`src/eip_pkg.sv`:
```
package eip_pkg;

  // ==========================================================
  // clock and timing
  // ==========================================================
  localparam int CLK_MHZ  = 20;  // reference clock rate
  localparam int T_INT_US = 100; // low pulse width, us
  localparam int T_GAP_US = 100; // irq_min_gap, us
  localparam int T_CFG_US = 7;   // config select filter, us
  localparam int CNT_W    = 11;  // timer width

  // exact multiples, so no rounding is needed
  localparam logic [CNT_W-1:0] PULSE_CYC = CNT_W'(T_INT_US * CLK_MHZ);
  localparam logic [CNT_W-1:0] GAP_CYC   = CNT_W'(T_GAP_US * CLK_MHZ);
  localparam logic [CNT_W-1:0] CFG_CYC   = CNT_W'(T_CFG_US * CLK_MHZ);

  // ==========================================================
  // register map
  // ==========================================================
  localparam int AW = 8;  // address width
  localparam int DW = 32; // bus data width
  localparam int RW = 8;  // register width
  localparam logic [AW-1:0] REG_CTRL    = 8'h00;
  localparam logic [AW-1:0] REG_WAKE_EN_A = 8'h04;
  localparam logic [AW-1:0] REG_WAKE_EN_B = 8'h08;
  localparam logic [AW-1:0] REG_WAKE_A  = 8'h0C;
  localparam logic [AW-1:0] REG_WAKE_B  = 8'h10;
  localparam logic [AW-1:0] REG_FAIL    = 8'h14;
  localparam logic [AW-1:0] REG_PIN_LVL = 8'h18;
  localparam logic [AW-1:0] REG_DEV     = 8'h1C;
  localparam logic [AW-1:0] REG_IRQ_ST  = 8'h20;
  localparam logic [AW-1:0] REG_IRQ_MSK = 8'h24;

  // control fields and reset values
  localparam int CTRL_MODE_LSB = 0;
  localparam int CTRL_GLB_BIT  = 2;
  localparam logic [RW-1:0] WAKE_EN_RST = 8'h00;
  localparam logic [RW-1:0] IRQ_MSK_RST = 8'h00;
  // failure bits allowed to pulse in the global class
  localparam logic [RW-1:0] FAIL_IRQ_BITS = 8'hC0;
  // interrupt status bit positions
  localparam int IST_PULSE = 0;
  localparam int IST_CFG   = 1;
  // synchronised inputs: wake a, wake b, fail, level, pin
  localparam int NSYNC = 33;

  typedef enum logic [1:0] {
    EIP_MODE_INIT   = 2'h0,
    EIP_MODE_NORMAL = 2'h1,
    EIP_MODE_STOP   = 2'h2
  } eip_mode_t;

  typedef enum logic [2:0] {
    PS_IDLE = 3'b001,
    PS_LOW  = 3'b010,
    PS_GAP  = 3'b100
  } eip_pstate_t;

endpackage

```
`src/eip_pulse_if.sv`:
```
`timescale 1ns/10ps
// ==========================================================
// pulse request and state between control and generator
// ==========================================================
interface eip_pulse_if;
  logic req;   // a pulse is pending and allowed
  logic start; // generator takes the request
  logic low;   // pin phase is low
  logic busy;  // pulse or gap in progress
  modport ctl (output req, input start, input low, input busy);
  modport gen (input req, output start, output low, output busy);
endinterface

```
`src/eip_pulser.sv`:
```
`timescale 1ns/10ps
module eip_pulser
  import eip_pkg::*;
(
  input wire logic i_ref_clk,
  input wire logic i_rst_n,
  eip_pulse_if.gen bus
);
  // ==========================================================
  // pulse and gap timer
  // ==========================================================
  eip_pstate_t      state_r;   // current phase
  eip_pstate_t      state_nxt; // next phase
  logic [CNT_W-1:0] cnt_r;     // cycles left in phase
  logic [CNT_W-1:0] cnt_nxt;   // next count
  logic             cnt_done;  // last cycle of phase

  assign cnt_done = (cnt_r == '0);

  // phase sequencing: low, then gap, then idle or low again
  always_comb begin
    state_nxt = state_r;
    cnt_nxt   = cnt_r - 1'b1;
    unique case (state_r)
      PS_IDLE: begin
        cnt_nxt = cnt_r;
        if (bus.req) begin
          state_nxt = PS_LOW;
          cnt_nxt   = PULSE_CYC - 1'b1;
        end
      end
      PS_LOW: if (cnt_done) begin
        state_nxt = PS_GAP;
        cnt_nxt   = GAP_CYC - 1'b1;
      end
      PS_GAP: if (cnt_done) begin
        if (bus.req) begin
          state_nxt = PS_LOW;
          cnt_nxt   = PULSE_CYC - 1'b1;
        end else begin
          state_nxt = PS_IDLE;
          cnt_nxt   = cnt_r;
        end
      end
      // a broken one-hot code falls back to idle
      default: begin
        state_nxt = PS_IDLE;
        cnt_nxt   = '0;
      end
    endcase
  end

  always_ff @(posedge i_ref_clk or negedge i_rst_n) begin
    if (!i_rst_n) begin
      state_r <= PS_IDLE;
      cnt_r   <= '0;
    end else begin
      state_r <= state_nxt;
      cnt_r   <= cnt_nxt;
    end
  end

  assign bus.start = (state_nxt == PS_LOW) && (state_r != PS_LOW);
  assign bus.low   = (state_r == PS_LOW);
  assign bus.busy  = (state_r != PS_IDLE);
endmodule

```
`src/eip_sync.sv`:
```
`timescale 1ns/10ps
module eip_sync
  import eip_pkg::*;
#(
  parameter int W = NSYNC
) (
  input  wire logic         i_ref_clk,
  input  wire logic         i_rst_n,
  input  wire logic [W-1:0] i_d,
  output logic      [W-1:0] o_q,
  output logic      [W-1:0] o_rise
);
  // ==========================================================
  // two-stage synchroniser with rising edge detect
  // ==========================================================
  logic [W-1:0] meta_r; // first stage, read only by stage two
  logic [W-1:0] q_r;    // settled value
  logic [W-1:0] q_d_r;  // previous settled value

  // edges look at settled stages only
  always_ff @(posedge i_ref_clk or negedge i_rst_n) begin
    if (!i_rst_n) begin
      meta_r <= '0;
      q_r    <= '0;
      q_d_r  <= '0;
    end else begin
      meta_r <= i_d;
      q_r    <= meta_r;
      q_d_r  <= q_r;
    end
  end

  assign o_q    = q_r;
  assign o_rise = q_r & ~q_d_r;
endmodule

```
`src/eip_top.sv`:
```
// Local design decisions: the register addresses and the address-and-strobe port.
`timescale 1ns/10ps
// Contract
// - low pulse of fixed 100 us width
// - at least 100 us high between pulses
// - pulses never change operating mode
// - class 0 pulses on every wake latch
// - only enabled wake sources latch and pulse
// - class 1 adds failure flags to pulses
// - pin level changes never pulse
// - restart and fail-safe flags never pulse
// - reset flag and device status never pulse
// - stop command with wake bits set pulses
// - readable status refreshed at pulse fall
// - events held until host clears them
// - init mode samples pin, 7 us filter
module eip_top
  import eip_pkg::*;
(
  input  wire logic          i_ref_clk,
  input  wire logic          i_rst_n,
  input  wire logic [AW-1:0] i_addr,
  input  wire logic [DW-1:0] i_wdata,
  input  wire logic          i_wr,
  input  wire logic          i_rd,
  output logic      [DW-1:0] o_rdata,
  input  wire logic [RW-1:0] i_wake_a,
  input  wire logic [RW-1:0] i_wake_b,
  input  wire logic [RW-1:0] i_fail,
  input  wire logic [RW-1:0] i_pin_level,
  input  wire logic          i_int_pin,
  output logic               o_int_n,
  output logic               o_int_oe,
  output logic               o_irq
);
  // ==========================================================
  // helpers
  // ==========================================================
  // write-one-to-clear mask for a hit register
  function automatic logic [RW-1:0] clr_of(input logic hit, input logic [RW-1:0] d);
    return hit ? d : 8'h00;
  endfunction

  // ==========================================================
  // input synchronisation
  // ==========================================================
  logic [NSYNC-1:0] sync_q;    // settled pin levels
  logic [NSYNC-1:0] sync_rise; // settled rising edges
  eip_pulse_if      pbus ();   // link to the pulse timer

  eip_sync #(
    .W (NSYNC)
  ) u_sync (
    .i_ref_clk (i_ref_clk),
    .i_rst_n   (i_rst_n),
    .i_d       ({i_int_pin, i_pin_level, i_fail, i_wake_b, i_wake_a}),
    .o_q       (sync_q),
    .o_rise    (sync_rise)
  );

  eip_pulser u_pulser (
    .i_ref_clk (i_ref_clk),
    .i_rst_n   (i_rst_n),
    .bus       (pbus)
  );

  wire logic [RW-1:0] rise_a  = sync_rise[7:0];   // wake group a edges
  wire logic [RW-1:0] rise_b  = sync_rise[15:8];  // wake group b edges
  wire logic [RW-1:0] rise_f  = sync_rise[23:16]; // failure edges
  wire logic [RW-1:0] level_s = sync_q[31:24];    // live pin levels
  wire logic          pin_s   = sync_q[32];       // config pin level

  // ==========================================================
  // registers
  // ==========================================================
  eip_mode_t        mode_r;      // operating mode
  logic             glb_r;       // interrupt class select
  logic [RW-1:0]    wake_en_a_r; // wake source enables a
  logic [RW-1:0]    wake_en_b_r; // wake source enables b
  logic [RW-1:0]    live_a_r;    // latched wake a
  logic [RW-1:0]    live_b_r;    // latched wake b
  logic [RW-1:0]    live_f_r;    // latched failures
  logic [RW-1:0]    shd_a_r;     // readable wake a
  logic [RW-1:0]    shd_b_r;     // readable wake b
  logic [RW-1:0]    shd_f_r;     // readable failures
  logic             pend_r;      // pulse owed to host
  logic [1:0]       irq_st_r;    // sticky interrupt status
  logic [1:0]       irq_msk_r;   // interrupt mask
  logic             cand_r;      // config level candidate
  logic [CNT_W-1:0] cfg_cnt_r;   // config stable count
  logic             cfg_sel_r;   // accepted config level
  logic             int_n_r;     // pin output flop
  logic             int_oe_r;    // pin enable flop
  logic             irq_r;       // interrupt output flop
  logic [DW-1:0]    rdata_r;     // read data flop

  // ==========================================================
  // address decode
  // ==========================================================
  wire logic hit_ctrl = i_wr && (i_addr == REG_CTRL);
  wire logic hit_en_a = i_wr && (i_addr == REG_WAKE_EN_A);
  wire logic hit_en_b = i_wr && (i_addr == REG_WAKE_EN_B);
  wire logic hit_msk  = i_wr && (i_addr == REG_IRQ_MSK);
  wire logic [RW-1:0] clr_a  = clr_of(i_wr && (i_addr == REG_WAKE_A), i_wdata[RW-1:0]);
  wire logic [RW-1:0] clr_b  = clr_of(i_wr && (i_addr == REG_WAKE_B), i_wdata[RW-1:0]);
  wire logic [RW-1:0] clr_f  = clr_of(i_wr && (i_addr == REG_FAIL), i_wdata[RW-1:0]);
  wire logic [RW-1:0] clr_is = clr_of(i_wr && (i_addr == REG_IRQ_ST), i_wdata[RW-1:0]);

  // mode field of a control write; code 3 is ignored
  wire logic [1:0] wr_mode  = i_wdata[CTRL_MODE_LSB +: 2];
  wire logic       mode_ok  = (wr_mode != 2'h3);
  wire logic       is_init  = (mode_r == EIP_MODE_INIT);

  // ==========================================================
  // event qualification
  // ==========================================================
  // enabled sources only
  wire logic [RW-1:0] new_a = rise_a & wake_en_a_r;
  wire logic [RW-1:0] new_b = rise_b & wake_en_b_r;
  wire logic [RW-1:0] new_f = glb_r ? (rise_f & FAIL_IRQ_BITS) : 8'h00;

  wire logic stop_cmd = hit_ctrl && (wr_mode == EIP_MODE_STOP);
  wire logic stop_chk = stop_cmd && (|(live_a_r | live_b_r));

  wire logic cause = (|new_a) || (|new_b) || (|new_f) || stop_chk;

  // ==========================================================
  // status next values
  // ==========================================================
  // held until cleared, set beats clear
  wire logic [RW-1:0] live_a_nxt = (live_a_r & ~clr_a) | new_a;
  wire logic [RW-1:0] live_b_nxt = (live_b_r & ~clr_b) | new_b;
  wire logic [RW-1:0] live_f_nxt = (live_f_r & ~clr_f) | rise_f;

  // refresh at pulse fall
  // status also tracks live values while no pulse is owed or running,
  // so events of a silent class stay visible to the host
  wire logic fall = pbus.low && int_n_r;
  wire logic load = fall || (!pend_r && !pbus.busy);

  wire logic [RW-1:0] shd_a_nxt = load ? live_a_nxt : (shd_a_r & ~clr_a);
  wire logic [RW-1:0] shd_b_nxt = load ? live_b_nxt : (shd_b_r & ~clr_b);
  wire logic [RW-1:0] shd_f_nxt = load ? live_f_nxt : (shd_f_r & ~clr_f);

  wire logic pend_nxt = cause || (pend_r && !pbus.start);
  assign pbus.req = pend_r && !is_init;

  // ==========================================================
  // configuration select filter
  // ==========================================================
  wire logic cfg_same = (pin_s == cand_r);
  wire logic cfg_full = (cfg_cnt_r == CFG_CYC - 1'b1);
  wire logic cfg_ev   = is_init && cfg_same && cfg_full && (cfg_sel_r != cand_r);

  // interrupt status events and output level
  wire logic [1:0] irq_ev     = {cfg_ev, fall};
  wire logic [1:0] irq_st_nxt = (irq_st_r & ~clr_is[1:0]) | irq_ev;

  // ==========================================================
  // read selection
  // ==========================================================
  wire logic [RW-1:0] ctrl_v = {5'h00, glb_r, mode_r};
  wire logic [RW-1:0] dev_v  = {3'h0, ~int_n_r, pend_r, cfg_sel_r, mode_r};
  wire logic [RW-1:0] rd_mux =
    (i_addr == REG_CTRL)      ? ctrl_v :
    (i_addr == REG_WAKE_EN_A) ? wake_en_a_r :
    (i_addr == REG_WAKE_EN_B) ? wake_en_b_r :
    (i_addr == REG_WAKE_A)    ? shd_a_r :
    (i_addr == REG_WAKE_B)    ? shd_b_r :
    (i_addr == REG_FAIL)      ? shd_f_r :
    (i_addr == REG_PIN_LVL)   ? level_s :
    (i_addr == REG_DEV)       ? dev_v :
    (i_addr == REG_IRQ_ST)    ? {6'h00, irq_st_r} :
    (i_addr == REG_IRQ_MSK)   ? {6'h00, irq_msk_r} :
    8'h00;

  // ==========================================================
  // control registers
  // ==========================================================
  // only software moves the mode
  always_ff @(posedge i_ref_clk or negedge i_rst_n) begin
    if (!i_rst_n) begin
      mode_r      <= EIP_MODE_INIT;
      glb_r       <= 1'b0;
      wake_en_a_r <= WAKE_EN_RST;
      wake_en_b_r <= WAKE_EN_RST;
      irq_msk_r   <= IRQ_MSK_RST[1:0];
    end else begin
      if (hit_ctrl && mode_ok) begin
        mode_r <= eip_mode_t'(wr_mode);
      end
      if (hit_ctrl) begin
        glb_r <= i_wdata[CTRL_GLB_BIT];
      end
      if (hit_en_a) begin
        wake_en_a_r <= i_wdata[RW-1:0];
      end
      if (hit_en_b) begin
        wake_en_b_r <= i_wdata[RW-1:0];
      end
      if (hit_msk) begin
        irq_msk_r <= i_wdata[1:0];
      end
    end
  end

  // ==========================================================
  // status latches and pending flag
  // ==========================================================
  always_ff @(posedge i_ref_clk or negedge i_rst_n) begin
    if (!i_rst_n) begin
      live_a_r <= '0;
      live_b_r <= '0;
      live_f_r <= '0;
      shd_a_r  <= '0;
      shd_b_r  <= '0;
      shd_f_r  <= '0;
      pend_r   <= 1'b0;
      irq_st_r <= 2'h0;
    end else begin
      live_a_r <= live_a_nxt;
      live_b_r <= live_b_nxt;
      live_f_r <= live_f_nxt;
      shd_a_r  <= shd_a_nxt;
      shd_b_r  <= shd_b_nxt;
      shd_f_r  <= shd_f_nxt;
      pend_r   <= pend_nxt;
      irq_st_r <= irq_st_nxt;
    end
  end

  always_ff @(posedge i_ref_clk or negedge i_rst_n) begin
    if (!i_rst_n) begin
      cand_r    <= 1'b0;
      cfg_cnt_r <= '0;
      cfg_sel_r <= 1'b0;
    end else if (!cfg_same) begin
      cand_r    <= pin_s;
      cfg_cnt_r <= '0;
    end else if (!cfg_full) begin
      cfg_cnt_r <= cfg_cnt_r + 1'b1;
    end else if (cfg_ev) begin
      cfg_sel_r <= cand_r;
    end
  end

  // ==========================================================
  // output flops
  // ==========================================================
  // pin drive is released in init so the strap can be read
  always_ff @(posedge i_ref_clk or negedge i_rst_n) begin
    if (!i_rst_n) begin
      int_n_r  <= 1'b1;
      int_oe_r <= 1'b0;
      irq_r    <= 1'b0;
      rdata_r  <= '0;
    end else begin
      int_n_r  <= !pbus.low;
      int_oe_r <= !is_init;
      irq_r    <= |(irq_st_r & irq_msk_r);
      rdata_r  <= i_rd ? {24'h000000, rd_mux} : 32'h00000000;
    end
  end

  assign o_int_n  = int_n_r;
  assign o_int_oe = int_oe_r;
  assign o_irq    = irq_r;
  assign o_rdata  = rdata_r;

  // ==========================================================
  // checks
  // ==========================================================
  logic [CNT_W-1:0] low_len_r; // cycles the pin stayed low
  logic [CNT_W-1:0] hi_len_r;  // high cycles, saturating

  always_ff @(posedge i_ref_clk or negedge i_rst_n) begin
    if (!i_rst_n) begin
      low_len_r <= '0;
      hi_len_r  <= GAP_CYC;
    end else begin
      low_len_r <= int_n_r ? '0 : low_len_r + 1'b1;
      hi_len_r  <= !int_n_r ? '0 : (hi_len_r == GAP_CYC) ? GAP_CYC : hi_len_r + 1'b1;
    end
  end
endmodule

```
`config.mk`:
```
export PLATFORM = sky130hd
export DESIGN_NAME = eip_top
export DESIGN_NICKNAME = d
export VERILOG_FILES = /design/src/eip_pkg.sv /design/src/eip_pulse_if.sv /design/src/eip_pulser.sv /design/src/eip_sync.sv /design/src/eip_top.sv
export SDC_FILE = /design/constraint.sdc
export NUM_CORES = 1
export LEC_CHECK = 0
export ABC_AREA = 0
export BUFFER_PORTS_ARGS = -buffer_cell sky130_fd_sc_hd__buf_2
export CAP_MARGIN = 20
export CORE_MARGIN = 8
export CORE_UTILIZATION = 55
export CTS_CLUSTER_DIAMETER = 150
export DETAILED_ROUTE_END_ITERATION = 8
export PLACE_DENSITY = 0.77
export SYNTH_ARGS = -nofsm -noshare
export SYNTH_HDL_FRONTEND = slang
export SYNTH_SLANG_ARGS = --single-unit
```
`constraint.sdc`:
```
create_clock -name i_ref_clk -period 5.6 [get_ports i_ref_clk]
set_input_delay 0.28 -clock i_ref_clk [delete_from_list [all_inputs] [get_ports i_ref_clk]]
set_output_delay 0.28 -clock i_ref_clk [all_outputs]
set_load 0.1 [all_outputs]
```
==> run metrics <==
status complete, no violations; CTS Buffer Depth 2; Final Non-Filler Cells 980; fillers around 1100; Worst Setup Path Type flip-flop to flip-flop; WHS Endpoint wake_en_b_r[6]; reg2reg start u_pulser.cnt_r[1]; DR iter-0 viols about 470; Cells after Synth 684; Layout Utilization 0.653; fin crit share 0.445; measured slew at the worst slew-check pin 0.814 ns; RSZ-0062 raised after global routing no; CTS buffer count 17; synthesized flop and latch total 200; Final Hold Fails 0; Core Rows 44; worst reg2reg setup slack slightly above 3 ns; HPWL after DPL about 12 mm; global-route wire length before repair slightly below 30 mm; num ports approximately 110; pin count of the biggest net entering global routing 91; FF-to-FF End u_pulser.cnt_r[9]; fin nets 862; GP Congestion around 0.84; Die H around 140 µm; gr ovfl total 0; Worst EP required just under 6 ns; sequential-to-total area share from yosys stat 0.613; Buffers on Ports 63; asr flop ratio synth 1.00; Starting Density 0.562; Tmin final around 2.5 ns; vias in the first global route between 5000 and 6000; share of layout cells above drive strength 1 0.162; final setup violation count 0; htree depth 4; post-DR vias/cell roughly 5.8; Synth warnings 0; clk_skew about 0.011 ns; drt wl/cell around 19 µm; Fin Hold WS around 0.14 ns; Power Density between 300 and 400 mW/mm²; cts repair resizes 0; clk slew on worst S/H paths 0.08 ns; CP Capture Type flip-flop; R2R cell count 7; CP max FO 13; Main synth FF type dfrtp_1; post-synthesis cell type count 72; Leakage roughly 4.4 nW; GRT Util Overall 0.202; DRT Wirelength 18.3 mm; Pre-Repair DR Iteration Count 5; initial antenna violation count 0; hold_buf cts 34; Routed Antenna Nets 0; fin. max-slew vios 0; Vias 5666; Post-DP Area 0.00859 mm²; Layout area overhead 16.2%; FMAX 401 MHz; Mapped Area approximately 0.0082 mm²; Final Instance Area around 0.0095 mm²; Num Clock Sinks 200; ant diodes 0; Fin Setup TNS 0 ns; placed insts 914; core box area 0.0145 mm²; DRC viols 0; HP Start i_wdata[6]; Die Width ~140 µm; leading cell types in the layout, fill and taps excluded dfrtp_1 (198), buf_2 (62), nand2_1 (37); Min-Delay Path Class primary input to flip-flop; maximum VDD drop 0.000238 V; clk root buf clkbuf_16; full die area roughly 0.019 mm²; max-cap viol count 0; most common cell after layout, fill and taps aside dfrtp_1; post-CTS setup buffers 0; Rel. slew slack 0.455; Post-synth EDFFs 0; TritonCTS clock tree yes; Setup crit start kind flip-flop; clk_lat worst skew 0.44 ns; Mean Syn Cell Area between 10 and 15 µm²; worst hold stages 2; crit path DAT about 2.8 ns
synth_stat cells, types with 8 or more instances:
| library cell | instances | area share |
|---|---|---|
| a21oi_1 | 24 | 0.015 |
| and2_1 | 24 | 0.018 |
| buf_2 | 10 | 0.0061 |
| buf_4 | 25 | 0.023 |
| clkbuf_1 | 8 | 0.0037 |
| dfrtp_1 | 198 | 0.61 |
| inv_1 | 35 | 0.016 |
| mux2_1 | 14 | 0.019 |
| mux2_2 | 11 | 0.015 |
| mux2i_1 | 32 | 0.039 |
| nand2_1 | 37 | 0.017 |
| nand3_1 | 10 | 0.0061 |
| nand3b_1 | 17 | 0.016 |
| nand4_1 | 12 | 0.0092 |
| nor2_1 | 34 | 0.016 |
| nor3_1 | 16 | 0.0098 |
| nor4_1 | 11 | 0.0084 |
| o21ai_0 | 24 | 0.015 |
| o21ai_1 | 10 | 0.0061 |
| o22ai_1 | 26 | 0.020 |
registers in the layout (all words and copies together) (netlist names), 3 cells and up:
name              count
cfg_cnt_r            11
live_a_r              8
live_b_r              8
live_f_r              8
o_rdata               8
shd_a_r               8
shd_b_r               8
shd_f_r               8
u_pulser.cnt_r       11
u_pulser.state_r      3
u_sync.meta_r        33
u_sync.o_q           33
u_sync.q_d_r         24
wake_en_a_r           8
wake_en_b_r           8
logic make-up (layout without fill, tap and decap cells):
logic type      after synthesis  in the layout  share of synthesized area
other cells                   1             24                   0.000459
mux                          58             58                     0.0764
simple gates                205            205                      0.145
fa+ha+maj                     2              2                    0.00306
buf+inv                      78            167                     0.0488
compound gates              130            130                      0.103
xor+xnor                     10             10                     0.0107
flops                       200            200                      0.613
per-layer routing:
layer  part of all wire  wire length (µm)  GRT usage
met1               0.43              7910      0.264
met2               0.49              8950      0.326
met3              0.065              1190     0.0486
met4              0.015               282     0.0627
met5                  0                 0          0
worst max path at each step:
| stage | startpoint | endpoint | slack, ns | depth (start not counted) |
|---|---|---|---|---|
| floorplan | u_pulser.cnt_r[0] | u_pulser.state_r[1] | 3.61 | 8 |
| global placement | u_pulser.cnt_r[1] | u_pulser.cnt_r[9] | 3.19 | 7 |
| detailed placement | u_pulser.cnt_r[1] | u_pulser.cnt_r[9] | 3.13 | 7 |
| CTS | u_pulser.cnt_r[1] | u_pulser.cnt_r[9] | 3.08 | 7 |
| global route | u_pulser.cnt_r[1] | u_pulser.state_r[1] | 2.92 | 7 |
| finish | u_pulser.cnt_r[1] | u_pulser.cnt_r[9] | 3.11 | 7 |
through the flow:
step,total power [mW],setup slack (ns)
2_1_floorplan,2.21,3.61
3_3_place_gp,2.36,3.19
3_5_place_dp,2.38,3.13
4_1_cts,3.56,3.08
5_1_grt,3.70,2.92
6_report,3.54,3.11
final cells by class:
type	count	area, µm²	share of cell area
well taps	184	230	0.0243
multi-input cells	429	2870	0.302
repair buffers	100	687	0.0724
inverters	35	131	0.0138
clock inverters	14	138	0.0145
clock buffers	18	429	0.0452
flip-flops and latches	200	5010	0.527
worst max-delay path, cell delays in order, from the launching register on:
cell	delay, ns
dfrtp_1	0.43
inv_1	0.08
ha_1	0.19
or4b_1	0.55
nor3b_2	0.71
nand4b_1	0.17
a21o_1	0.20
o211ai_1	0.08
power by group:
group,switching [mW],leakage [nW],internal [mW]
sequential,0.0989,2.32,1.56
combinational,0.459,1.83,0.258
clock,0.568,0.268,0.588
total,1.13,4.41,2.41
No activity file was read; power rests on OpenSTA's default activity.
